`src/ncr_defines.vh`:
```
// Constants for the oscillator tuning and phase register bank.
// Assumes inclusion by bare name from every design file of the bank.
`ifndef NCR_DEFINES_VH
`define NCR_DEFINES_VH

// ****************************************************************
// Register indices; the byte address on the bus is four times these.
// ****************************************************************
`define NCR_IDX_CTRL        8'h80
`define NCR_IDX_TUNE0       8'h82
`define NCR_IDX_TUNE1       8'h83
`define NCR_IDX_TUNE2       8'h84
`define NCR_IDX_TUNE3       8'h85
`define NCR_IDX_PHASE_LO    8'h86
`define NCR_IDX_PHASE_HI    8'h87
`define NCR_IDX_PHASE_LO_C1 8'h88

// ****************************************************************
// Storage slots inside the bank.
// ****************************************************************
`define NCR_SLOT_TUNE0       3'h0
`define NCR_SLOT_TUNE1       3'h1
`define NCR_SLOT_TUNE2       3'h2
`define NCR_SLOT_TUNE3       3'h3
`define NCR_SLOT_PHASE_LO    3'h4
`define NCR_SLOT_PHASE_HI    3'h5
`define NCR_SLOT_PHASE_LO_C1 3'h6
`define NCR_SLOT_CTRL        3'h7
`define NCR_NUM_SLOTS        8

// ****************************************************************
// Control register fields and reset values.
// ****************************************************************
`define NCR_CTRL_DDC1_EN_BIT 0
`define NCR_CTRL_LFSR_EN_BIT 2
`define NCR_CTRL_OSC_EN_BIT  5
`define NCR_RESET_BYTE       8'h00

// ****************************************************************
// Widths.
// ****************************************************************
`define NCR_BYTE_W   8
`define NCR_TUNE_W   32
`define NCR_PHASE_W  16
`define NCR_INDEX_W  8

`endif

```
`src/ncr_byte_reg.v`:
```
// One software register of the bank with a write strobe.
// Assumes a single clock and an asynchronous active-low reset.
`timescale 1ns/1ps
`default_nettype none
`include "ncr_defines.vh"

module ncr_byte_reg #(
    parameter WIDTH                 = `NCR_BYTE_W,
    parameter [WIDTH-1:0] RESET_VAL = `NCR_RESET_BYTE
) (
    input  wire             pclk,
    input  wire             presetn,
    input  wire             wr_en,
    input  wire [WIDTH-1:0] wr_data,
    output reg  [WIDTH-1:0] q_reg
);

    always @(posedge pclk or negedge presetn) begin
        if (!presetn) begin
            q_reg <= RESET_VAL;
        end else if (wr_en) begin
            q_reg <= wr_data;
        end
    end

endmodule
`default_nettype wire

```
`src/ncr_phase_acc.v`:
```
// Phase accumulator of the numeric oscillator.
// Assumes one accumulation per clock, the clock being the sample clock.
`timescale 1ns/1ps
`default_nettype none
`include "ncr_defines.vh"

module ncr_phase_acc #(
    parameter ACC_W   = `NCR_TUNE_W,
    parameter PHASE_W = `NCR_PHASE_W
) (
    input  wire               pclk,
    input  wire               presetn,
    input  wire               tune_active,
    input  wire               offset_active,
    input  wire [ACC_W-1:0]   tuning_word,
    input  wire [PHASE_W-1:0] offset_code,
    output reg  [ACC_W-1:0]   acc_reg,
    output reg  [PHASE_W-1:0] phase_reg
);

    wire [PHASE_W-1:0] offset_eff;
    wire [PHASE_W-1:0] acc_top;

    assign offset_eff = offset_active ? offset_code : {PHASE_W{1'b0}}; // RQ7
    assign acc_top    = acc_reg[ACC_W-1:ACC_W-PHASE_W];

    // ****************************************************************
    // Accumulation: one step of tuning_word per sample while tune_active, wrapping at 2^ACC_W; cleared to zero otherwise.
    // ****************************************************************
    always @(posedge pclk or negedge presetn) begin
        if (!presetn) begin
            acc_reg   <= {ACC_W{1'b0}};
            phase_reg <= {PHASE_W{1'b0}};
        end else if (tune_active) begin
            acc_reg   <= acc_reg + tuning_word; // RQ2 RQ13
            phase_reg <= acc_top + offset_eff; // RQ6 RQ13
        end else begin
            acc_reg   <= {ACC_W{1'b0}}; // RQ3
            phase_reg <= {PHASE_W{1'b0}};
        end
    end

endmodule
`default_nettype wire

```
`src/ncr_regs.v`:
```
// APB register bank for the numeric oscillator of the down-converter.
// Assumes pclk is the converter core sample clock and an APB master
// that holds each request until it samples pready high.
`timescale 1ns/1ps
`default_nettype none
`include "ncr_defines.vh"

// Contract
// RQ1: Tuning word is bytes 0x82 (low) through 0x85 (high), little order.
// RQ2: Oscillator frequency is tuning word over 2^32 times sample rate.
// RQ3: Tuning word acts only while the first down-converter enable is set.
// RQ4: Tuning bytes reset to zero, oscillator at DC.
// RQ5: Phase offset is low byte 0x86 and high byte 0x87.
// RQ6: Phase code is 2^16 times degrees over 360, one full cycle.
// RQ7: Phase offset acts only in down-conversion mode on the variant having it.
// RQ8: Software copies the low phase byte to every low repeat register.
// RQ9: Software copies the high phase byte to every high repeat register.
// RQ10: Software keeps first low repeat equal to the primary low byte.
// RQ11: Phase registers and repeats reset to zero degrees.
// RQ12: Software sets down-converter, dither sequence and oscillator enables together.
// RQ13: Accumulator adds tuning word per sample, offset added to upper bits.
// RQ14: All tuning and phase registers read back last written value.
module ncr_regs #(
    parameter HAS_DOWNCONVERTER = 1,
    parameter ADDR_W            = 12
) (
    input  wire                    pclk,
    input  wire                    presetn,
    input  wire                    psel,
    input  wire                    penable,
    input  wire                    pwrite,
    input  wire [ADDR_W-1:0]       paddr,
    input  wire [31:0]             pwdata,
    output reg  [31:0]             prdata,
    output reg                     pready,
    output reg                     pslverr,
    output wire [`NCR_TUNE_W-1:0]  oscillator_tuning_word,
    output wire [`NCR_PHASE_W-1:0] oscillator_phase_offset,
    output wire [`NCR_PHASE_W-1:0] osc_phase,
    output reg                     osc_running
);

    // ****************************************************************
    // Address decode.
    // ****************************************************************
    wire [`NCR_INDEX_W-1:0] reg_index;
    wire                    word_aligned;
    wire                    upper_clear;
    reg                     slot_hit;
    reg  [2:0]              slot_sel;

    assign reg_index    = paddr[`NCR_INDEX_W+1:2];
    assign word_aligned = (paddr[1:0] == 2'b00);
    assign upper_clear  = (paddr[ADDR_W-1:`NCR_INDEX_W+2] == {(ADDR_W-`NCR_INDEX_W-2){1'b0}});

    always @* begin
        slot_hit = 1'b1;
        slot_sel = `NCR_SLOT_TUNE0;
        case (reg_index)
            `NCR_IDX_TUNE0: begin
                slot_sel = `NCR_SLOT_TUNE0;
            end
            `NCR_IDX_TUNE1: begin
                slot_sel = `NCR_SLOT_TUNE1;
            end
            `NCR_IDX_TUNE2: begin
                slot_sel = `NCR_SLOT_TUNE2;
            end
            `NCR_IDX_TUNE3: begin
                slot_sel = `NCR_SLOT_TUNE3;
            end
            `NCR_IDX_PHASE_LO: begin
                slot_sel = `NCR_SLOT_PHASE_LO;
            end
            `NCR_IDX_PHASE_HI: begin
                slot_sel = `NCR_SLOT_PHASE_HI;
            end
            `NCR_IDX_PHASE_LO_C1: begin
                slot_sel = `NCR_SLOT_PHASE_LO_C1;
            end
            `NCR_IDX_CTRL: begin
                slot_sel = `NCR_SLOT_CTRL;
            end
            default: begin
                slot_hit = 1'b0;
            end
        endcase
        if (!word_aligned || !upper_clear) begin
            slot_hit = 1'b0;
        end
    end

    // ****************************************************************
    // APB handshake.
    // ****************************************************************
    // The first access cycle raises pready; the edge that samples it
    // high commits the write and ends the transfer, so a write takes
    // effect exactly when the master sees the answer.
    wire access_cycle;
    wire access_done;
    wire commit_write;

    assign access_cycle = psel & penable;
    assign access_done  = access_cycle & pready;
    assign commit_write = access_done & pwrite & slot_hit;

    // ****************************************************************
    // Register storage.
    // ****************************************************************
    wire [`NCR_BYTE_W-1:0] slot_q [0:`NCR_NUM_SLOTS-1];

    genvar g;
    generate
        for (g = 0; g < `NCR_NUM_SLOTS; g = g + 1) begin : g_slot
            localparam [2:0] SLOT_ID = g;
            wire wr_this;
            assign wr_this = commit_write & (slot_sel == SLOT_ID);
            ncr_byte_reg #(
                .WIDTH     (`NCR_BYTE_W),
                .RESET_VAL (`NCR_RESET_BYTE)
            ) u_reg (
                .pclk    (pclk),
                .presetn (presetn),
                .wr_en   (wr_this), // RQ14
                .wr_data (pwdata[`NCR_BYTE_W-1:0]),
                .q_reg   (slot_q[g]) // RQ4 RQ11
            );
        end
    endgenerate

    // ****************************************************************
    // Word assembly.
    // ****************************************************************
    wire [`NCR_BYTE_W-1:0] ctrl_q;
    wire                   ddc1_en;
    wire                   osc_en;
    wire                   variant_ok;
    wire                   ddc_mode;

    assign oscillator_tuning_word = {slot_q[`NCR_SLOT_TUNE3],
                                     slot_q[`NCR_SLOT_TUNE2],
                                     slot_q[`NCR_SLOT_TUNE1],
                                     slot_q[`NCR_SLOT_TUNE0]}; // RQ1
    assign oscillator_phase_offset = {slot_q[`NCR_SLOT_PHASE_HI],
                                      slot_q[`NCR_SLOT_PHASE_LO]}; // RQ5

    assign ctrl_q     = slot_q[`NCR_SLOT_CTRL];
    assign ddc1_en    = ctrl_q[`NCR_CTRL_DDC1_EN_BIT];
    assign osc_en     = ctrl_q[`NCR_CTRL_OSC_EN_BIT];
    assign variant_ok = (HAS_DOWNCONVERTER != 0);
    // The oscillator steps only with the first down-converter enabled.
    assign ddc_mode   = variant_ok & ddc1_en; // RQ3 RQ7

    // ****************************************************************
    // Oscillator.
    // ****************************************************************
    ncr_phase_acc #(
        .ACC_W   (`NCR_TUNE_W),
        .PHASE_W (`NCR_PHASE_W)
    ) u_acc (
        .pclk          (pclk),
        .presetn       (presetn),
        .tune_active   (ddc_mode), // RQ3
        .offset_active (ddc_mode), // RQ7
        .tuning_word   (oscillator_tuning_word), // RQ2
        .offset_code   (oscillator_phase_offset), // RQ6
        .acc_reg       (),
        .phase_reg     (osc_phase) // RQ13
    );

    // ****************************************************************
    // Status and bus answer.
    // ****************************************************************
    reg [31:0] prdata_next;
    reg        pready_next;
    reg        pslverr_next;

    always @* begin
        prdata_next  = prdata;
        pready_next  = 1'b0;
        pslverr_next = 1'b0;
        if (access_cycle && !pready) begin
            pready_next  = 1'b1;
            pslverr_next = ~slot_hit;
            prdata_next  = 32'h0000_0000;
            if (slot_hit && !pwrite) begin
                prdata_next = {24'h00_0000, slot_q[slot_sel]}; // RQ14
            end
        end
    end

    always @(posedge pclk or negedge presetn) begin
        if (!presetn) begin
            prdata      <= 32'h0000_0000;
            pready      <= 1'b0;
            pslverr     <= 1'b0;
            osc_running <= 1'b0;
        end else begin
            prdata      <= prdata_next;
            pready      <= pready_next;
            pslverr     <= pslverr_next;
            osc_running <= ddc_mode & osc_en;
        end
    end

endmodule
`default_nettype wire

```
`config.mk`:
```
export PLATFORM = sky130hd
export DESIGN_NAME = ncr_regs
export DESIGN_NICKNAME = d
export VERILOG_FILES = /design/src/ncr_byte_reg.v /design/src/ncr_phase_acc.v /design/src/ncr_regs.v
export VERILOG_INCLUDE_DIRS = /design/src
export SDC_FILE = /design/constraint.sdc
export NUM_CORES = 1
export LEC_CHECK = 0
export BUFFER_PORTS_ARGS = -buffer_cell sky130_fd_sc_hd__buf_4
export CAP_MARGIN = 20
export CORE_MARGIN = 8
export CORE_UTILIZATION = 57
export DETAILED_ROUTE_END_ITERATION = 10
export GPL_TIMING_DRIVEN = 0
export PLACE_DENSITY = 0.81
export RECOVER_POWER = 100
export SLEW_MARGIN = 15
export SYNTH_ARGS = -nofsm -noshare
export SYNTH_HDL_FRONTEND = slang
export SYNTH_HIERARCHICAL = 1
export SYNTH_SLANG_ARGS = --single-unit
```
`constraint.sdc`:
```
create_clock -name pclk -period 3.6 [get_ports pclk]
set_clock_uncertainty 0.1 [all_clocks]
set_input_delay 0.36 -clock pclk [delete_from_list [all_inputs] [get_ports pclk]]
set_output_delay 0.36 -clock pclk [all_outputs]
set_load 0.01 [all_outputs]
```
# ---- Yosys cells after proc, flatten, opt, wreduce, memory -nomap -nowiden
# Index checks and enable logic that the tools add are counted.
dict set report totals {
  register_bits 147
  inputBits 49
  out_inout_bits 99
  elab_cells 70
}
dict set report op_classes {
  add_sub_neg 2
  magnitude_cmp 1
  eq_ne 15
  mux 12
  n_bitwise 15
  n_reduce_logical 11
}
# op count
set ops {}
lappend ops {{8-bit == test, second input constant} 8}
lappend ops {{32-bit adder} 1}
lappend ops {{16-bit two-way mux} 2}
lappend ops {{32-bit two-way mux} 1}
lappend ops {{8-bit binary-select mux with 3-bit select} 1}
lappend ops {{8-bit two-way mux} 3}
lappend ops {{3-bit case mux with 7 select lines} 1}
lappend ops {{16-bit adder} 1}
lappend ops {{1-bit AND} 13}
lappend ops {{3-bit == test, second input constant} 4}
lappend ops {{8-bit OR reduction} 1}
lappend ops {{3-bit by 2-bit == test with 1-bit output, second input constant} 2}
lappend ops {{4-bit greater-or-equal comparator, second input constant} 1}
lappend ops {{1-bit logical NOT} 4}
lappend ops {{2-bit logical NOT} 2}
lappend ops {{1-bit two-way mux} 4}
lappend ops {{3-bit inverter with 4-bit output} 1}
lappend ops {{3-bit by 1-bit == test with 1-bit output, second input constant} 1}
lappend ops {{3-bit logical NOT} 1}
lappend ops {{1-bit logical AND} 2}
lappend ops {{1-bit logical OR} 1}
lappend ops {{1-bit inverter} 1}

# ---- Longest topological paths before layout
dict set report logic_depth {
  word_depth 7
  depth_mapped 12
  depth_no_buf 11
}

# ---- Cells and area by module
# The synthesis kept the hierarchy.
# module instances cells_per_inst area_each_um2 seq_area_each_um2
set by_module_without_submodules {}
lappend by_module_without_submodules {ncr_phase_acc 1 467 3958.8 1201.2}
lappend by_module_without_submodules {ncr_byte_reg 8 17 331.6 200.2}
lappend by_module_without_submodules {ncr_regs 1 176 1446.4 275.3}

# ---- Least setup slack after synthesis
# OpenSTA, ideal clock, no wires.
dict set report synth_timing {
  path_type {register to register}
  startpoint {register g_slot[7].u_reg.q_reg[0]}
  endpoint {register u_acc.phase_reg[14]}
  setup_ns 0.133
  t_arrival_ns 2.548
  setup_slack_ns 0.820
  stages_incl_launch_ff 13
  path_buffers 1
  path_cell_list {dfrtp_1 clkbuf_1 and2_1 ha_1 inv_1 fa_1 nor2b_4 o31a_1 nand4bb_1 a41o_1 a41o_1 mux2i_1 nand4_1}
}
dict set report synth_between {
  elab_chain_len 3
}
# element line
set synth_lines {}
lappend synth_lines {{start, declared} ncr_byte_reg.v:15} ;# output reg [WIDTH-1:0] q_reg
lappend synth_lines {{start signal, assigned} ncr_byte_reg.v:22} ;# q_reg <= wr_data;
lappend synth_lines {{16-bit two-way mux} ncr_phase_acc.v:24} ;# assign offset_eff = offset_active ? offset_code : {PHASE_W{1'b0}};
lappend synth_lines {{16-bit adder} ncr_phase_acc.v:36} ;# phase_reg <= acc_top + offset_eff;
lappend synth_lines {{16-bit two-way mux (*)} ncr_phase_acc.v:34} ;# end else if (tune_active) begin
lappend synth_lines {{end signal, assigned} ncr_phase_acc.v:33} ;# phase_reg <= {PHASE_W{1'b0}};
lappend synth_lines {{end signal, assigned} ncr_phase_acc.v:36}
lappend synth_lines {{end signal, assigned} ncr_phase_acc.v:39} ;# phase_reg <= {PHASE_W{1'b0}};
lappend synth_lines {{end, declared} ncr_phase_acc.v:18} ;# output reg [PHASE_W-1:0] phase_reg
# Mark *: on every way between the ends. The rest lies on a longest branch, timed or not.
# A chain may end at the register's enable or synchronous reset.

# ---- Worst setup path after layout
# Ends and elaborated chain as after synthesis.

==> impl_metrics.yaml <==
logic_synthesis:
  yosys_warnings: 6
  synth.most_common_cell: "dfrtp_1"
  synth_seq_area_share: 0.382
  ys_types: 77
  synth.largest_area_cell: "dfrtp_1"
  syn_inst: 779
  synth_area_per_cell_um2: 10.3
  synthTopCellsByCount: "dfrtp_1 (123), nor2_1 (69), a21oi_1 (66)"
  ys_ff_latch: 123
  synth_ff_type: "dfrtp_1"
  ys_top_cells_by_area: "dfrtp_1 (38%), mux2_4 (12%), ha_1 (7.1%)"
  synth_edf_count: 0
  synth.cell_area_um2: 8060
  yosysTopAreaCellShare: 0.382
  async_flop_share: 1.00
global_route:
  overflow: 0
  antenna_found_initial: 0
  grt_busiest_layer: "met2"
  grt_pass1_wl_mm: 35.7
  use_met1: 0.309
  grt_pass1_vias: 6523
  met2_usage: 0.411
  grt_max_degree: 72
  use_met3: 0.0706
  track_usage: 0.255
clocking:
  cts_tree: "built"
  clk_latency_ns: 0.43
  cts_root_buf: "clkbuf_16"
  cts_resized: 0
  clk_pin_slew_ns: 0.06
  post_cts_buffers: 0
  cts.sinks: 123
  clock_path_buffers: 2
  numCtsBuffers: 17
  h-tree-depth: 4
die:
  start_util: 0.583
  die-area_um2: 18200
  io_pins: 148
  core-area_um2: 13800
  num_rows: 43
  die_w_um: 135
  die_h_um: 135
timing:
  max_freq_ghz: 0.308
  slew_viol_final: 53
  max_slew.worst_pin.slew_ns: 2.51
  fin_crit_sh: 0.900
  slew_headroom: -0.672
  hold_violations: 0
  setup_viol: 0
  rsz0062_at_grt: "no"
  timing.final.crit_period_ns: 3.24
  tns_ns: 0
  fin_hold_ws_ns: 0.157
detailed_routing:
  drt-total-wl_mm: 23.0
  drtAntennaViolNets: 0
  viasPerCell: 5.99
  vias: 6645
  drt_iter0_drc: 581
  drc: 0
  dr.pass1.iters: 5
  routedWlPerCell_um: 20.7
power:
  ir_worst_vdd_v: 0.000253
  power_density_nw_per_um2: 349
  p_leak_nw: 4.32
worst_setup_path:
  path_max_fanout: 14
  end_kind: "register"
  r2r_cells: 12
  arrival_ns: 3.44
  cp.required_ns: 3.80
  setup.worst_path.start_class: "register"
  path_class: "reg2reg"
placed_design:
  place_inst: 1079
  dpl.hpwl_mm: 16.8
  io_buffer_count: 96
  gp_congestion: 0.988
layout:
  largest_reg_flops: 64
  syn_to_final_growth_pct: 12.2
  diodes: 0
  nNetsFinal: 1016
  fin_cells: 1110
  final_layout_size_suffix_gt1_frac: 0.114
run:
  timing.max_cap.violations: 1
outcome:
  status: "complete, but fails checks"
  violations: "max-capacitance violations, max-slew violations"
min_path:
  hp-class: "in2reg"
  holdPathStages: 2
==> worst max-delay path, stage by stage, from the launching register on <==
cell,delay [ns]
dfrtp_1,0.59
clkbuf_1,0.29
and2_0,0.19
ha_1,0.16
inv_1,0.05
fa_1,0.39
nor2b_1,0.22
o31a_1,0.20
nand4bb_1,0.18
a41o_1,0.25
a41o_1,0.23
mux2i_1,0.18
nand4_1,0.09
==> layer usage <==
metal | vias to the layer above | wire length [µm]
met5 | - | 0
met4 | 0 | 855
met3 | 65 | 2050
met2 | 341 | 10900
met1 | 3207 | 9270
li1 | 3032 | -
==> power breakdown <==
group | internal (mW) | switching, mW
combinational | 0.0485 | 0.0825
sequential | 1.39 | 0.000922
clock | 1.02 | 0.612
==> final timing paths <==
kind	startpoint	to	slack (ns)
setup / recovery	g_slot[7].u_reg/q_reg[0]	u_acc/phase_reg[14]	0.36
hold / removal	pwdata[4]	g_slot[4].u_reg/q_reg[4]	0.16
setup reg to reg	g_slot[7].u_reg/q_reg[0]	u_acc/phase_reg[14]	0.36
hold reg to reg	g_slot[7].u_reg/q_reg[3]	g_slot[7].u_reg/q_reg[3]	0.39
max in group asynchronous	presetn	u_acc/acc_reg[22]	0.67
min in group asynchronous	presetn	u_acc/acc_reg[1]	1.29
==> cells in the final DEF, fill, tap and decap left out, types with 19 or more instances in the layout <==
cell      netlist  layout
buf_4          25      44
a21oi_1        66      66
nor3_1         19      19
and2_1         26      23
ha_1           46      46
mux2_1          0      56
nand2_1        64      64
nor2_1         69      69
conb_1          1      24
dfrtp_1       123     123
o21ai_0        28      29
clkbuf_1       10     100
==> final cells by class <==
type	instances	area [µm²]
Buffer	55	324
Clock buffer	22	454
Clock inverter	8	96.3
Fill cell	1235	4790
Inverter	16	60.1
Multi-Input combinational cell	608	4320
Sequential cell	123	3080
Tap cell	180	225
Timing Repair Buffer	98	478
==> metrics by stage <==
| stage | power, mW | worst slack [ns] | instance area [µm²] | util |
|---|---|---|---|---|
| 3_3_place_gp | 1.54 | 0.470 | 9090 | 0.657 |
| 6_report | 3.15 | 0.358 | 9040 | 0.654 |
| 4_1_cts | 3.16 | 0.434 | 9680 | 0.700 |
| 3_5_place_dp | 1.54 | 0.456 | 9120 | 0.660 |
| 5_1_grt | 3.24 | 0.171 | 9040 | 0.654 |
| 2_1_floorplan | 1.47 | 0.820 | 8140 | - |
==> timing repair <==
action                     4_1_cts  5_1_grt
hold endpoints to repair        52        0
setup endpoints to repair        0        0
hold buffers                     1        0
==> cells by family (layout without fill, tap and decap cells) <==
group	Yosys count	in the layout	synth area share
DFF	123	123	0.382
other	1	24	0.000465
and+or+nand+nor	242	242	0.154
adders and majority gates	48	48	0.0764
buffers and inverters	71	199	0.0564
AOI/OAI and AO/OA	180	180	0.155
xor gates and xnor gates	34	34	0.0370
muxes	80	80	0.139
Note: power is estimated with default switching activity, not from simulation.
